==> src/rtl/cfg_bridge_pkg.sv <==
package cfg_bridge_pkg;
  // Core clock and local link clock timing
  localparam int CORE_CLK_PERIOD_NS = 50;
  localparam int LB_CLK_PERIOD_NS = 400;
  // Core cycles per half period of the link clock the host makes
  localparam int LB_HALF_CYCLES = LB_CLK_PERIOD_NS / (2 * CORE_CLK_PERIOD_NS);

  // Device register offsets on the local processor bus
  localparam logic [11:0] OFS_CFG_TARGET_ADDR = 12'h000;
  localparam logic [11:0] OFS_CFG_DATA = 12'h004;
  localparam logic [11:0] OFS_MISC_CONTROL = 12'h008;
  localparam logic [11:0] OFS_INTERRUPT_CONTROL = 12'h00C;
  localparam logic [11:0] OFS_INTERRUPT_DIRECTION = 12'h010;
  localparam logic [11:0] OFS_INTERRUPT_STATUS = 12'h014;
  localparam logic [11:0] OFS_INTACK = 12'h018;
  localparam logic [11:0] OFS_MAILBOX0 = 12'h020;

  // Target address register fields
  localparam int CA_TYPE_BIT = 0;
  localparam int CA_REG_LSB = 2;
  localparam int CA_FUNC_LSB = 8;
  localparam int CA_DEV_LSB = 11;
  // Misc control fields
  localparam int MC_BUS_MASTER_ENABLE_BIT = 0;
  localparam int MC_MASTER_ABORT_SUCCESS_BIT = 1;

  // Reset values
  localparam logic [31:0] RST_CFG_TARGET_ADDR = 32'h0000_0000;
  localparam logic [31:0] RST_MAILBOX = 32'h0000_0000;

  // PCI bus commands issued by the configuration engine
  localparam logic [3:0] PCI_CMD_INTACK = 4'h0;
  localparam logic [3:0] PCI_CMD_CFG_READ = 4'hA;
  localparam logic [3:0] PCI_CMD_CFG_WRITE = 4'hB;

  // Transfer size codes on the local bus
  localparam logic [1:0] SIZE_WORD = 2'h0;
  localparam logic [1:0] SIZE_BYTE = 2'h1;
  localparam logic [1:0] SIZE_HALF = 2'h2;

  // Host controller APB register offsets
  localparam logic [7:0] HC_OFS_CMD = 8'h00;
  localparam logic [7:0] HC_OFS_ADDR = 8'h04;
  localparam logic [7:0] HC_OFS_WDATA = 8'h08;
  localparam logic [7:0] HC_OFS_RDATA = 8'h0C;
  localparam logic [7:0] HC_OFS_STATUS = 8'h10;
  localparam int HC_CMD_START_BIT = 0;
  localparam int HC_CMD_WRITE_BIT = 1;
  localparam int HC_CMD_SIZE_LSB = 2;

  // Delayed transaction state
  typedef enum logic [1:0] {
    TR_IDLE = 2'b00,
    TR_PEND = 2'b01,
    TR_DONE = 2'b10
  } tr_e;

  // Host link sequencer state
  typedef enum logic [1:0] {
    H_IDLE = 2'b00,
    H_REQ = 2'b01,
    H_REL = 2'b10
  } host_e;
endpackage

==> src/rtl/lb_link_if.sv <==
`timescale 1ns/1ps
interface lb_link_if;
  logic lb_clk; // Link clock, made by the host
  logic lb_cs; // Register select, level
  logic lb_we; // Write when high
  logic [11:0] lb_addr; // Byte address
  logic [1:0] lb_size; // Transfer size
  logic [31:0] lb_wdata; // Write data
  logic [31:0] lb_rdata; // Read data
  logic lb_ack; // Normal end, with or without error
  logic lb_retry; // Retry, come back later
  logic lb_err; // Error end
  logic int_oe; // Device pulls interrupt low
  logic int_n; // Resolved open-drain interrupt level

  // Open drain: low while the device drives, else pulled high
  assign int_n = int_oe ? 1'b0 : 1'b1;

  modport dev (input lb_clk, lb_cs, lb_we, lb_addr, lb_size, lb_wdata,
               output lb_rdata, lb_ack, lb_retry, lb_err, int_oe);
  modport host (output lb_clk, lb_cs, lb_we, lb_addr, lb_size, lb_wdata,
                input lb_rdata, lb_ack, lb_retry, lb_err, int_n);
endinterface

==> src/rtl/cfg_bridge_dev.sv <==
// Design decisions made here: register access over the local link and the register offsets.
`timescale 1ns/1ps
module cfg_bridge_dev
  import cfg_bridge_pkg::*;
(
  input wire logic i_core_clk,
  input wire logic i_nrst,
  lb_link_if.dev lb,
  input wire logic i_lb_owner, // Local side owns the register channel
  output logic o_own_req, // Ownership request toward arbiter
  output logic o_cfg_req, // PCI cycle wanted, held until done
  output logic [3:0] o_cfg_cmd,
  output logic [31:0] o_cfg_addr,
  output logic [3:0] o_cfg_cbe_n,
  output logic [31:0] o_cfg_wdata,
  input wire logic i_cfg_done, // One-cycle completion pulse
  input wire logic i_cfg_mabort, // Valid with done
  input wire logic [31:0] i_cfg_rdata, // Valid with done
  input wire logic i_pci_mb_wr, // PCI write to a mailbox
  input wire logic [1:0] i_pci_mb_sel,
  input wire logic [3:0] i_pci_be_n,
  input wire logic [31:0] i_pci_wdata,
  input wire logic [3:0] i_pci_stat_clr, // PCI write-one-to-clear pulses
  output logic [31:0] o_pci_mb_rdata,
  output logic o_pci_int_n
);

  // Whole module state
  typedef struct packed {
    logic clk_s1, clk_s2, clk_d;
    logic cs_s1, cs_s2;
    logic we_s1, we_s2;
    logic [11:0] addr_s1, addr_s2;
    logic [1:0] size_s1, size_s2;
    logic [31:0] wd_s1, wd_s2;
    logic busy; // A response is on the link
    logic ack, retry, err;
    logic [31:0] rdata;
    logic [31:0] cfg_addr;
    logic [31:0] cfg_data;
    logic bme, mas;
    logic [3:0] irq_en, irq_dir, irq_stat;
    logic [3:0][31:0] mb;
    logic [31:0] pci_rdata;
    tr_e tr;
    logic [11:0] tr_addr; // Local address of the pending access
    logic [1:0] tr_size;
    logic tr_we;
    logic tr_mabort;
    logic req;
    logic [3:0] cmd;
    logic [31:0] paddr;
    logic [3:0] cbe_n;
    logic [31:0] pwdata;
    logic own_req;
    logic lint, pint;
  } dev_state_s;

  dev_state_s s_r, s_nxt;

  // Active-high byte mask from address low bits and size
  function automatic logic [3:0] lane_mask(input logic [1:0] a, input logic [1:0] sz);
    logic [3:0] m;
    m = 4'hF;
    case (sz)
      SIZE_BYTE: m = 4'(4'h1 << a);
      SIZE_HALF: m = a[1] ? 4'hC : 4'h3;
      default: m = 4'hF;
    endcase
    return m;
  endfunction

  // Merge write data into a word under a byte mask
  function automatic logic [31:0] merge(input logic [31:0] old, input logic [31:0] wd, input logic [3:0] m);
    logic [31:0] r;
    r = old;
    for (int b = 0; b < 4; b++) begin
      if (m[b]) begin
        r[8*b +: 8] = wd[8*b +: 8];
      end
    end
    return r;
  endfunction

  logic ev; // Link rising edge with a fresh request
  logic [3:0] wmask;
  logic [9:0] widx;
  logic [3:0] mb_pci_set, mb_lb_set, stat_clr;
  logic [31:0] cfg_phase_addr;

  // Next-state logic
  always_comb begin
    s_nxt = s_r;
    // Synchronisers: first stage is read only by the second
    s_nxt.clk_s1 = lb.lb_clk;
    s_nxt.clk_s2 = s_r.clk_s1;
    s_nxt.clk_d = s_r.clk_s2;
    s_nxt.cs_s1 = lb.lb_cs;
    s_nxt.cs_s2 = s_r.cs_s1;
    s_nxt.we_s1 = lb.lb_we;
    s_nxt.we_s2 = s_r.we_s1;
    s_nxt.addr_s1 = lb.lb_addr;
    s_nxt.addr_s2 = s_r.addr_s1;
    s_nxt.size_s1 = lb.lb_size;
    s_nxt.size_s2 = s_r.size_s1;
    s_nxt.wd_s1 = lb.lb_wdata;
    s_nxt.wd_s2 = s_r.wd_s1;

    ev = s_r.clk_s2 & ~s_r.clk_d & s_r.cs_s2 & ~s_r.busy;
    wmask = lane_mask(s_r.addr_s2[1:0], s_r.size_s2);
    widx = s_r.addr_s2[11:2];
    mb_pci_set = '0;
    mb_lb_set = '0;
    stat_clr = i_pci_stat_clr;

    // Address phase: type 1 passes the word, type 0 decodes device
    if (s_r.cfg_addr[CA_TYPE_BIT]) begin
      cfg_phase_addr = s_r.cfg_addr;
    end else begin
      cfg_phase_addr = {16'(16'h0001 << s_r.cfg_addr[CA_DEV_LSB +: 4]),
                        5'h00, s_r.cfg_addr[CA_FUNC_LSB +: 3],
                        s_r.cfg_addr[CA_REG_LSB +: 6], 2'h0};
    end

    // Response is withdrawn once the host lets go of select
    if (s_r.busy && !s_r.cs_s2) begin
      s_nxt.busy = 1'b0;
      s_nxt.ack = 1'b0;
      s_nxt.retry = 1'b0;
      s_nxt.err = 1'b0;
    end

    // PCI side completion of the outstanding cycle
    if (s_r.tr == TR_PEND && i_cfg_done) begin
      s_nxt.req = 1'b0;
      s_nxt.tr = TR_DONE;
      s_nxt.tr_mabort = i_cfg_mabort;
      if (!s_r.tr_we) begin
        // Aborted reads return all ones
        s_nxt.cfg_data = i_cfg_mabort ? 32'hFFFF_FFFF : i_cfg_rdata;
      end
    end

    // Ownership request drops once granted
    if (i_lb_owner) begin
      s_nxt.own_req = 1'b0;
    end

    // Local bus access
    if (ev) begin
      s_nxt.busy = 1'b1;
      s_nxt.rdata = '0;
      if (!i_lb_owner) begin
        s_nxt.retry = 1'b1;
        s_nxt.own_req = 1'b1;
      end else if (widx == OFS_CFG_DATA[11:2] || (widx == OFS_INTACK[11:2] && !s_r.we_s2)) begin
        case (s_r.tr)
          TR_IDLE: begin
            if (!s_r.bme) begin
              // Bus mastering off: refuse instead of hanging the master
              s_nxt.ack = 1'b1;
              s_nxt.err = 1'b1;
            end else begin
              s_nxt.retry = 1'b1;
              s_nxt.tr = TR_PEND;
              s_nxt.req = 1'b1;
              s_nxt.tr_addr = s_r.addr_s2;
              s_nxt.tr_size = s_r.size_s2;
              s_nxt.tr_we = s_r.we_s2;
              s_nxt.cbe_n = ~wmask;
              s_nxt.pwdata = s_r.wd_s2;
              if (widx == OFS_INTACK[11:2]) begin
                s_nxt.cmd = PCI_CMD_INTACK;
                s_nxt.paddr = '0;
              end else begin
                s_nxt.cmd = s_r.we_s2 ? PCI_CMD_CFG_WRITE : PCI_CMD_CFG_READ;
                s_nxt.paddr = cfg_phase_addr;
              end
            end
          end
          TR_DONE: begin
            if (s_r.addr_s2 == s_r.tr_addr && s_r.we_s2 == s_r.tr_we && s_r.size_s2 == s_r.tr_size) begin
              // Same access came back: finish it
              s_nxt.ack = 1'b1;
              s_nxt.err = s_r.tr_mabort & ~s_r.mas;
              s_nxt.rdata = s_r.tr_we ? '0 : s_r.cfg_data;
              if (s_r.tr_we) begin
                s_nxt.cfg_data = merge(s_r.cfg_data, s_r.pwdata, ~s_r.cbe_n);
              end
              s_nxt.tr = TR_IDLE;
            end else begin
              s_nxt.retry = 1'b1;
            end
          end
          default: s_nxt.retry = 1'b1; // Outstanding: retry every data-port access and INTACK read
        endcase
      end else begin
        s_nxt.ack = 1'b1;
        // Plain registers, one word each
        if (widx == OFS_CFG_TARGET_ADDR[11:2]) begin
          if (s_r.we_s2) begin
            s_nxt.cfg_addr = merge(s_r.cfg_addr, s_r.wd_s2, wmask);
          end
          s_nxt.rdata = s_r.cfg_addr;
        end else if (widx == OFS_MISC_CONTROL[11:2]) begin
          if (s_r.we_s2 && wmask[0]) begin
            s_nxt.bme = s_r.wd_s2[MC_BUS_MASTER_ENABLE_BIT];
            s_nxt.mas = s_r.wd_s2[MC_MASTER_ABORT_SUCCESS_BIT];
          end
          s_nxt.rdata[MC_BUS_MASTER_ENABLE_BIT] = s_r.bme;
          s_nxt.rdata[MC_MASTER_ABORT_SUCCESS_BIT] = s_r.mas;
        end else if (widx == OFS_INTERRUPT_CONTROL[11:2]) begin
          if (s_r.we_s2 && wmask[0]) begin
            s_nxt.irq_en = s_r.wd_s2[3:0];
          end
          s_nxt.rdata[3:0] = s_r.irq_en;
        end else if (widx == OFS_INTERRUPT_DIRECTION[11:2]) begin
          if (s_r.we_s2 && wmask[0]) begin
            s_nxt.irq_dir = s_r.wd_s2[3:0];
          end
          s_nxt.rdata[3:0] = s_r.irq_dir;
        end else if (widx == OFS_INTERRUPT_STATUS[11:2]) begin
          if (s_r.we_s2 && wmask[0]) begin
            stat_clr = stat_clr | s_r.wd_s2[3:0];
          end
          s_nxt.rdata[3:0] = s_r.irq_stat;
        end else if (widx[9:2] == OFS_MAILBOX0[11:4]) begin
          if (s_r.we_s2) begin
            s_nxt.mb[widx[1:0]] = merge(s_r.mb[widx[1:0]], s_r.wd_s2, wmask);
            mb_lb_set[widx[1:0]] = |wmask;
          end
          s_nxt.rdata = s_r.mb[widx[1:0]];
        end
        // Unmapped words acknowledge and read zero
      end
    end

    // PCI mailbox write, only while PCI holds the channel
    if (i_pci_mb_wr && !i_lb_owner) begin
      s_nxt.mb[i_pci_mb_sel] = merge(s_nxt.mb[i_pci_mb_sel], i_pci_wdata, ~i_pci_be_n);
      mb_pci_set[i_pci_mb_sel] = |(~i_pci_be_n);
    end
    s_nxt.pci_rdata = s_r.mb[i_pci_mb_sel];

    // Status: set beats clear; only writes from the far side count
    for (int i = 0; i < 4; i++) begin
      if ((mb_pci_set[i] && s_r.irq_en[i] && !s_r.irq_dir[i]) ||
          (mb_lb_set[i] && s_r.irq_en[i] && s_r.irq_dir[i])) begin
        s_nxt.irq_stat[i] = 1'b1;
      end else if (stat_clr[i]) begin
        s_nxt.irq_stat[i] = 1'b0;
      end
    end
    s_nxt.lint = |(s_r.irq_stat & s_r.irq_en & ~s_r.irq_dir);
    s_nxt.pint = |(s_r.irq_stat & s_r.irq_en & s_r.irq_dir);
  end

  // State register
  always_ff @(posedge i_core_clk or negedge i_nrst) begin
    if (!i_nrst) begin
      s_r <= '0;
      s_r.cfg_addr <= RST_CFG_TARGET_ADDR;
      s_r.mb <= {4{RST_MAILBOX}};
    end else begin
      s_r <= s_nxt;
    end
  end

  // Outputs straight from state
  assign lb.lb_rdata = s_r.rdata;
  assign lb.lb_ack = s_r.ack;
  assign lb.lb_retry = s_r.retry;
  assign lb.lb_err = s_r.err;
  assign lb.int_oe = s_r.lint;
  assign o_own_req = s_r.own_req;
  assign o_cfg_req = s_r.req;
  assign o_cfg_cmd = s_r.cmd;
  assign o_cfg_addr = s_r.paddr;
  assign o_cfg_cbe_n = s_r.cbe_n;
  assign o_cfg_wdata = s_r.pwdata;
  assign o_pci_mb_rdata = s_r.pci_rdata;
  assign o_pci_int_n = ~s_r.pint;

endmodule // cfg_bridge_dev

==> src/flat_wrapper.sv <==
// flat-port wrapper written by rule: the top's interface ports become plain ports
module cfg_bridge_dev_flat import cfg_bridge_pkg::*;
  (i_core_clk, i_nrst, i_lb_owner, o_own_req, o_cfg_req, o_cfg_cmd, o_cfg_addr, o_cfg_cbe_n, o_cfg_wdata, i_cfg_done, i_cfg_mabort, i_cfg_rdata, i_pci_mb_wr, i_pci_mb_sel, i_pci_be_n, i_pci_wdata, i_pci_stat_clr, o_pci_mb_rdata, o_pci_int_n, lb_lb_clk, lb_lb_cs, lb_lb_we, lb_lb_addr, lb_lb_size, lb_lb_wdata, lb_lb_rdata, lb_lb_ack, lb_lb_retry, lb_lb_err, lb_int_oe);
  lb_link_if lb_i ();
  input wire logic i_core_clk;
  input wire logic i_nrst;
  input wire logic i_lb_owner;
  output logic o_own_req;
  output logic o_cfg_req;
  output logic [3:0] o_cfg_cmd;
  output logic [31:0] o_cfg_addr;
  output logic [3:0] o_cfg_cbe_n;
  output logic [31:0] o_cfg_wdata;
  input wire logic i_cfg_done;
  input wire logic i_cfg_mabort;
  input wire logic [31:0] i_cfg_rdata;
  input wire logic i_pci_mb_wr;
  input wire logic [1:0] i_pci_mb_sel;
  input wire logic [3:0] i_pci_be_n;
  input wire logic [31:0] i_pci_wdata;
  input wire logic [3:0] i_pci_stat_clr;
  output logic [31:0] o_pci_mb_rdata;
  output logic o_pci_int_n;
  input wire logic [$bits(lb_i.lb_clk)-1:0] lb_lb_clk;
  input wire logic [$bits(lb_i.lb_cs)-1:0] lb_lb_cs;
  input wire logic [$bits(lb_i.lb_we)-1:0] lb_lb_we;
  input wire logic [$bits(lb_i.lb_addr)-1:0] lb_lb_addr;
  input wire logic [$bits(lb_i.lb_size)-1:0] lb_lb_size;
  input wire logic [$bits(lb_i.lb_wdata)-1:0] lb_lb_wdata;
  output wire logic [$bits(lb_i.lb_rdata)-1:0] lb_lb_rdata;
  output wire logic [$bits(lb_i.lb_ack)-1:0] lb_lb_ack;
  output wire logic [$bits(lb_i.lb_retry)-1:0] lb_lb_retry;
  output wire logic [$bits(lb_i.lb_err)-1:0] lb_lb_err;
  output wire logic [$bits(lb_i.int_oe)-1:0] lb_int_oe;
  assign lb_i.lb_clk = lb_lb_clk;
  assign lb_i.lb_cs = lb_lb_cs;
  assign lb_i.lb_we = lb_lb_we;
  assign lb_i.lb_addr = lb_lb_addr;
  assign lb_i.lb_size = lb_lb_size;
  assign lb_i.lb_wdata = lb_lb_wdata;
  assign lb_lb_rdata = lb_i.lb_rdata;
  assign lb_lb_ack = lb_i.lb_ack;
  assign lb_lb_retry = lb_i.lb_retry;
  assign lb_lb_err = lb_i.lb_err;
  assign lb_int_oe = lb_i.int_oe;
  cfg_bridge_dev u_core (.i_core_clk(i_core_clk), .i_nrst(i_nrst), .lb(lb_i), .i_lb_owner(i_lb_owner), .o_own_req(o_own_req), .o_cfg_req(o_cfg_req), .o_cfg_cmd(o_cfg_cmd), .o_cfg_addr(o_cfg_addr), .o_cfg_cbe_n(o_cfg_cbe_n), .o_cfg_wdata(o_cfg_wdata), .i_cfg_done(i_cfg_done), .i_cfg_mabort(i_cfg_mabort), .i_cfg_rdata(i_cfg_rdata), .i_pci_mb_wr(i_pci_mb_wr), .i_pci_mb_sel(i_pci_mb_sel), .i_pci_be_n(i_pci_be_n), .i_pci_wdata(i_pci_wdata), .i_pci_stat_clr(i_pci_stat_clr), .o_pci_mb_rdata(o_pci_mb_rdata), .o_pci_int_n(o_pci_int_n));
endmodule
==> config.mk <==
export PLATFORM = sky130hd
export DESIGN_NAME = cfg_bridge_dev_flat
export DESIGN_NICKNAME = d
export VERILOG_FILES = /design/src/rtl/cfg_bridge_pkg.sv /design/src/rtl/lb_link_if.sv /design/src/rtl/cfg_bridge_dev.sv /design/src/flat_wrapper.sv
export SDC_FILE = /design/constraint.sdc
export NUM_CORES = 1
export LEC_CHECK = 0
export BUFFER_PORTS_ARGS = -buffer_cell sky130_fd_sc_hd__buf_2
export CAP_MARGIN = 30
export CORE_MARGIN = 2
export CORE_UTILIZATION = 29
export CTS_CLUSTER_SIZE = 40
export DETAILED_ROUTE_END_ITERATION = 7
export RECOVER_POWER = 25
export SETUP_SLACK_MARGIN = 0.5
export SLEW_MARGIN = 40
export SYNTH_ARGS = -nofsm -noshare
export SYNTH_HDL_FRONTEND = slang
export SYNTH_SLANG_ARGS = --single-unit
==> constraint.sdc <==
create_clock -name i_core_clk -period 3.4 [get_ports i_core_clk]
set_clock_uncertainty 0.2 [all_clocks]
set_input_delay 0.51 -clock i_core_clk [delete_from_list [all_inputs] [get_ports i_core_clk]]
set_output_delay 0.51 -clock i_core_clk [all_outputs]
set_load 0.03 [all_outputs]
==> results.yml <==
status:
  outcome: "complete, but fails checks"
  violations: "max-capacitance violations, max-slew violations"
cells_and_area:
  final_cells: 3376
  regArea_um2: 11600
  area_delta_synth_final_pct: 18.6
  fill_cells: 7840
  final_area_um2: 27200
  multiInputGateArea_um2: 9690
  nNetsFinal: 2413
  layout-drive-gt1-share: 0.279
sta:
  slew_headroom: -0.149
  setup_tns_ns: 0
  rsz0062_at_grt: "true"
  fin_ws_ns: 0.549
  finalMaxSlewViolations: 23
  period_share: 0.839
  hold_viol_final: 0
  period_needed_ns: 2.85
  finalSetupViolCount: 0
  fmax_ghz: 0.351
  worst_slew_pin_slew_ns: 1.72
worst_setup_path:
  start_kind: "flop"
  crit_path_max_fanout: 4
  cp.arrival_ns: 3.14
  setup.worst_path.class: "flop to flop"
  critPathTopFamily: "simple AND/OR/NAND/NOR gates"
  worst_path_largest_cell_delay_ns: 0.62
  cpMostUsedCell: "or4_4"
  crit_slowest_cell: "or4_4"
  cp_cell_sequence: "or4_4, nor2_4, nand2_1, or4b_4, or4_4, mux2_4"
  r2r-start: "u_core.s_r[442]$_DFF_PN0_"
  rrSetupSlack_ns: 0.55
  cp_num_buf_inv: 0
  r2r-end: "u_core.s_r[260]$_DFFE_PN0P_"
  cp-end-kind: "flop"
  cp_data_required_time_ns: 3.69
  r2r_cells: 6
place:
  place_inst: 3222
  hpwl_mm: 58.5
  gp_congestion: 0.889
  dpl_cell_area_um2: 24800
  dp_slack_ns: 0.306
  portBuffers: 270
power:
  power_density_nw_per_um2: 541
  power_leakage_nw: 12.4
  total_power_w: 0.0147
  ir_worst_vdd_mv: 0.338
floorplan:
  die_area_um2: 81400
  die_x_um: 285
  fp.dieH_um: 285
  num_rows: 103
  io_pins: 272
  design.core.area_um2: 78600
  start_util: 0.292
route:
  dr.pass1.iters: 6
  viasPerCell: 5.47
  routedWlPerCell_um: 24.7
  vias: 18450
  wirelength_mm: 83.4
  post-route-drc-count: 0
  antenna_left: 0
  drt_iter0_drc: 1775
yosys:
  yosys.cell_types.count: 77
  async_reset_ff_frac: 1.00
  synth_seq_cells: 465
  netlist_area_um2: 22900
  syn_nets: 2238
  synth-seq-area-share: 0.507
  ys_warn_count: 0
  synth-edff-count: 0
  synth_ff_type: "dfrtp_1"
  syn_avg_cell_area_um2: 10.9
  syn-instance-count: 2107
global_routing:
  grt_pass1_wl_mm: 122
  grt_antenna_before_repair: 15
  grt_max_degree: 84
  grt_usage: 0.200
  grt_overflow: 0
  grt_pass1_vias: 18295
clock_tree:
  clk_latency_ns: 0.60
  ctsHtreeMaxLevel: 2
  tritoncts: "yes"
  clockBufferDepth: 3
  clock-root-buffer: "clkbuf_16"
  cts_buffers: 50
  path_clk_slew_ns: 0.06
  cts.sinks: 465
worst_hold_path:
  hold_end: "u_core.s_r[254]$_DFFE_PN0P_"
  hp-class: "input port to flop"
  hold_path.startpoint: "i_pci_stat_clr[0]"
  min_path_cells: 3
job:
  drv_cap: 1
registers in the layout (all words and copies together) (netlist names):
signal and flops:
u_core.lb.lb_retry 1, u_core.o_cfg_cmd 2, u_core.lb.int_oe 1, u_core.o_own_req 1, u_core.s_nxt 50, u_core.o_cfg_addr 32, u_core.o_cfg_wdata 32, u_core.o_pci_mb_rdata 32
u_core.o_cfg_cbe_n 4, u_core.s_r 275, u_core.lb.lb_err 1, u_core.o_cfg_req 1, u_core.lb.lb_rdata 32, u_core.lb.lb_ack 1
synthesized netlist by cell type, types with 10 or more instances:
master	count	area, µm²
dfrtp_1	465	11600
nand2_1	215	807
nor2_1	212	796
buf_4	137	1030
o21ai_0	130	651
clkbuf_1	120	450
o31ai_1	67	503
a211o_1	66	578
mux4_2	64	1440
o32ai_1	62	543
mux2_2	54	608
a21oi_1	43	215
inv_1	40	150
a22oi_1	39	293
or3_1	38	238
a22o_1	36	315
o221a_2	32	360
nand3_1	27	135
a211oi_2	25	313
nor2b_1	25	156
mux2i_1	20	200
buf_2	12	60.1
xnor2_1	12	105
nor3_1	11	55.1
o21ai_1	11	55.1
buf_1	10	37.5
nand2b_1	10	62.6
timing repair:
action                     CTS  global route
hold buffers                51             0
hold endpoints to repair   123             0
gates resized for setup      8            15
setup endpoints to repair  162           166
gates cloned                 1             0
pin swaps                    2             3
setup buffers                3             2
worst register-to-register path: stages, from the launching register on:
cell     delay [ns]
dfrtp_1        0.41
or4_4          0.62
nor2_4         0.13
nand2_1        0.06
or4b_4         0.51
or4_4          0.49
mux2_4         0.32
layout make-up:
type	count	area share
multi-input combinational	1319	0.356
tap	1050	0.0483
antenna	3	0.000276
timing repair buffer	406	0.0998
clock buffer	68	0.0522
inverter	40	0.00552
clock inverter	25	0.00971
sequential	465	0.428
report_power, final:
part	leakage (nW)	internal (W)	switching (W)
clock	0.811	0.00319	0.00243
sequential	6.04	0.00605	0.000525
combinational	5.55	0.00106	0.00147
total	12.4	0.0103	0.00442
worst max path at each step:
stage,from,to,cells after the start
6_report,u_core.s_r[442]$_DFF_PN0_,u_core.s_r[260]$_DFFE_PN0P_,6
5_1_grt,i_nrst,u_core.s_r[226]$_DFF_PN0_,3
4_1_cts,u_core.s_r[444]$_DFF_PN0_,u_core.s_r[251]$_DFF_PN0_,9
3_5_place_dp,u_core.s_r[441]$_DFF_PN0_,u_core.s_r[149]$_DFF_PN0_,8
3_3_place_gp,u_core.s_r[441]$_DFF_PN0_,u_core.s_r[195]$_DFF_PN0_,8
2_1_floorplan,u_core.s_r[445]$_DFF_PN0_,u_core.s_r[258]$_DFFE_PN0P_,7
cell families after synthesis:
group | Yosys count | synth area share
and+or+nand+nor | 599 | 0.123
AOI/OAI and AO/OA | 560 | 0.185
muxes | 142 | 0.101
adders and majority gates | 2 | 0.00109
other | 1 | 0.000163
xor gates and xnor gates | 15 | 0.00573
buffers and inverters | 323 | 0.0772
DFF | 465 | 0.507
per-layer routing:
layer	vias to the layer above	GRT usage	share of wire	wire [µm]
li1	7937	-	-	-
met1	9375	0.265	0.41	34000
met2	953	0.329	0.48	40100
met3	163	0.0469	0.084	7030
met4	22	0.0503	0.025	2090
met5	-	0	0.0015	125
through the flow:
stage / hold WS [ns] / util
final: 0.0524 / 0.346
after global routing: 0.0374 / 0.346
after CTS: 0.0224 / 0.345
after detailed placement: 0.135 / 0.316
after global placement: 0.136 / 0.316
after floorplan: 0.0144 / -
cells in the final DEF (no fill, tap or decap), types with 10 or more instances in the layout:
cell,count
a211o_1,66
a211oi_2,25
a21oi_1,43
a22o_1,36
a22oi_1,39
buf_12,15
buf_2,253
buf_4,62
clkbuf_1,25
clkbuf_16,50
clkbuf_8,10
dfrtp_1,462
dlygate4sd3_1,51
inv_1,40
mux2_2,54
mux2i_1,20
mux4_2,64
nand2_1,214
nand2b_1,10
nand3_1,26
nor2_1,208
nor2b_1,25
o21ai_0,130
o221a_2,32
o31ai_1,67
o32ai_1,62
or3_1,38
xnor2_1,12
(Power assumes the default switching activity.)
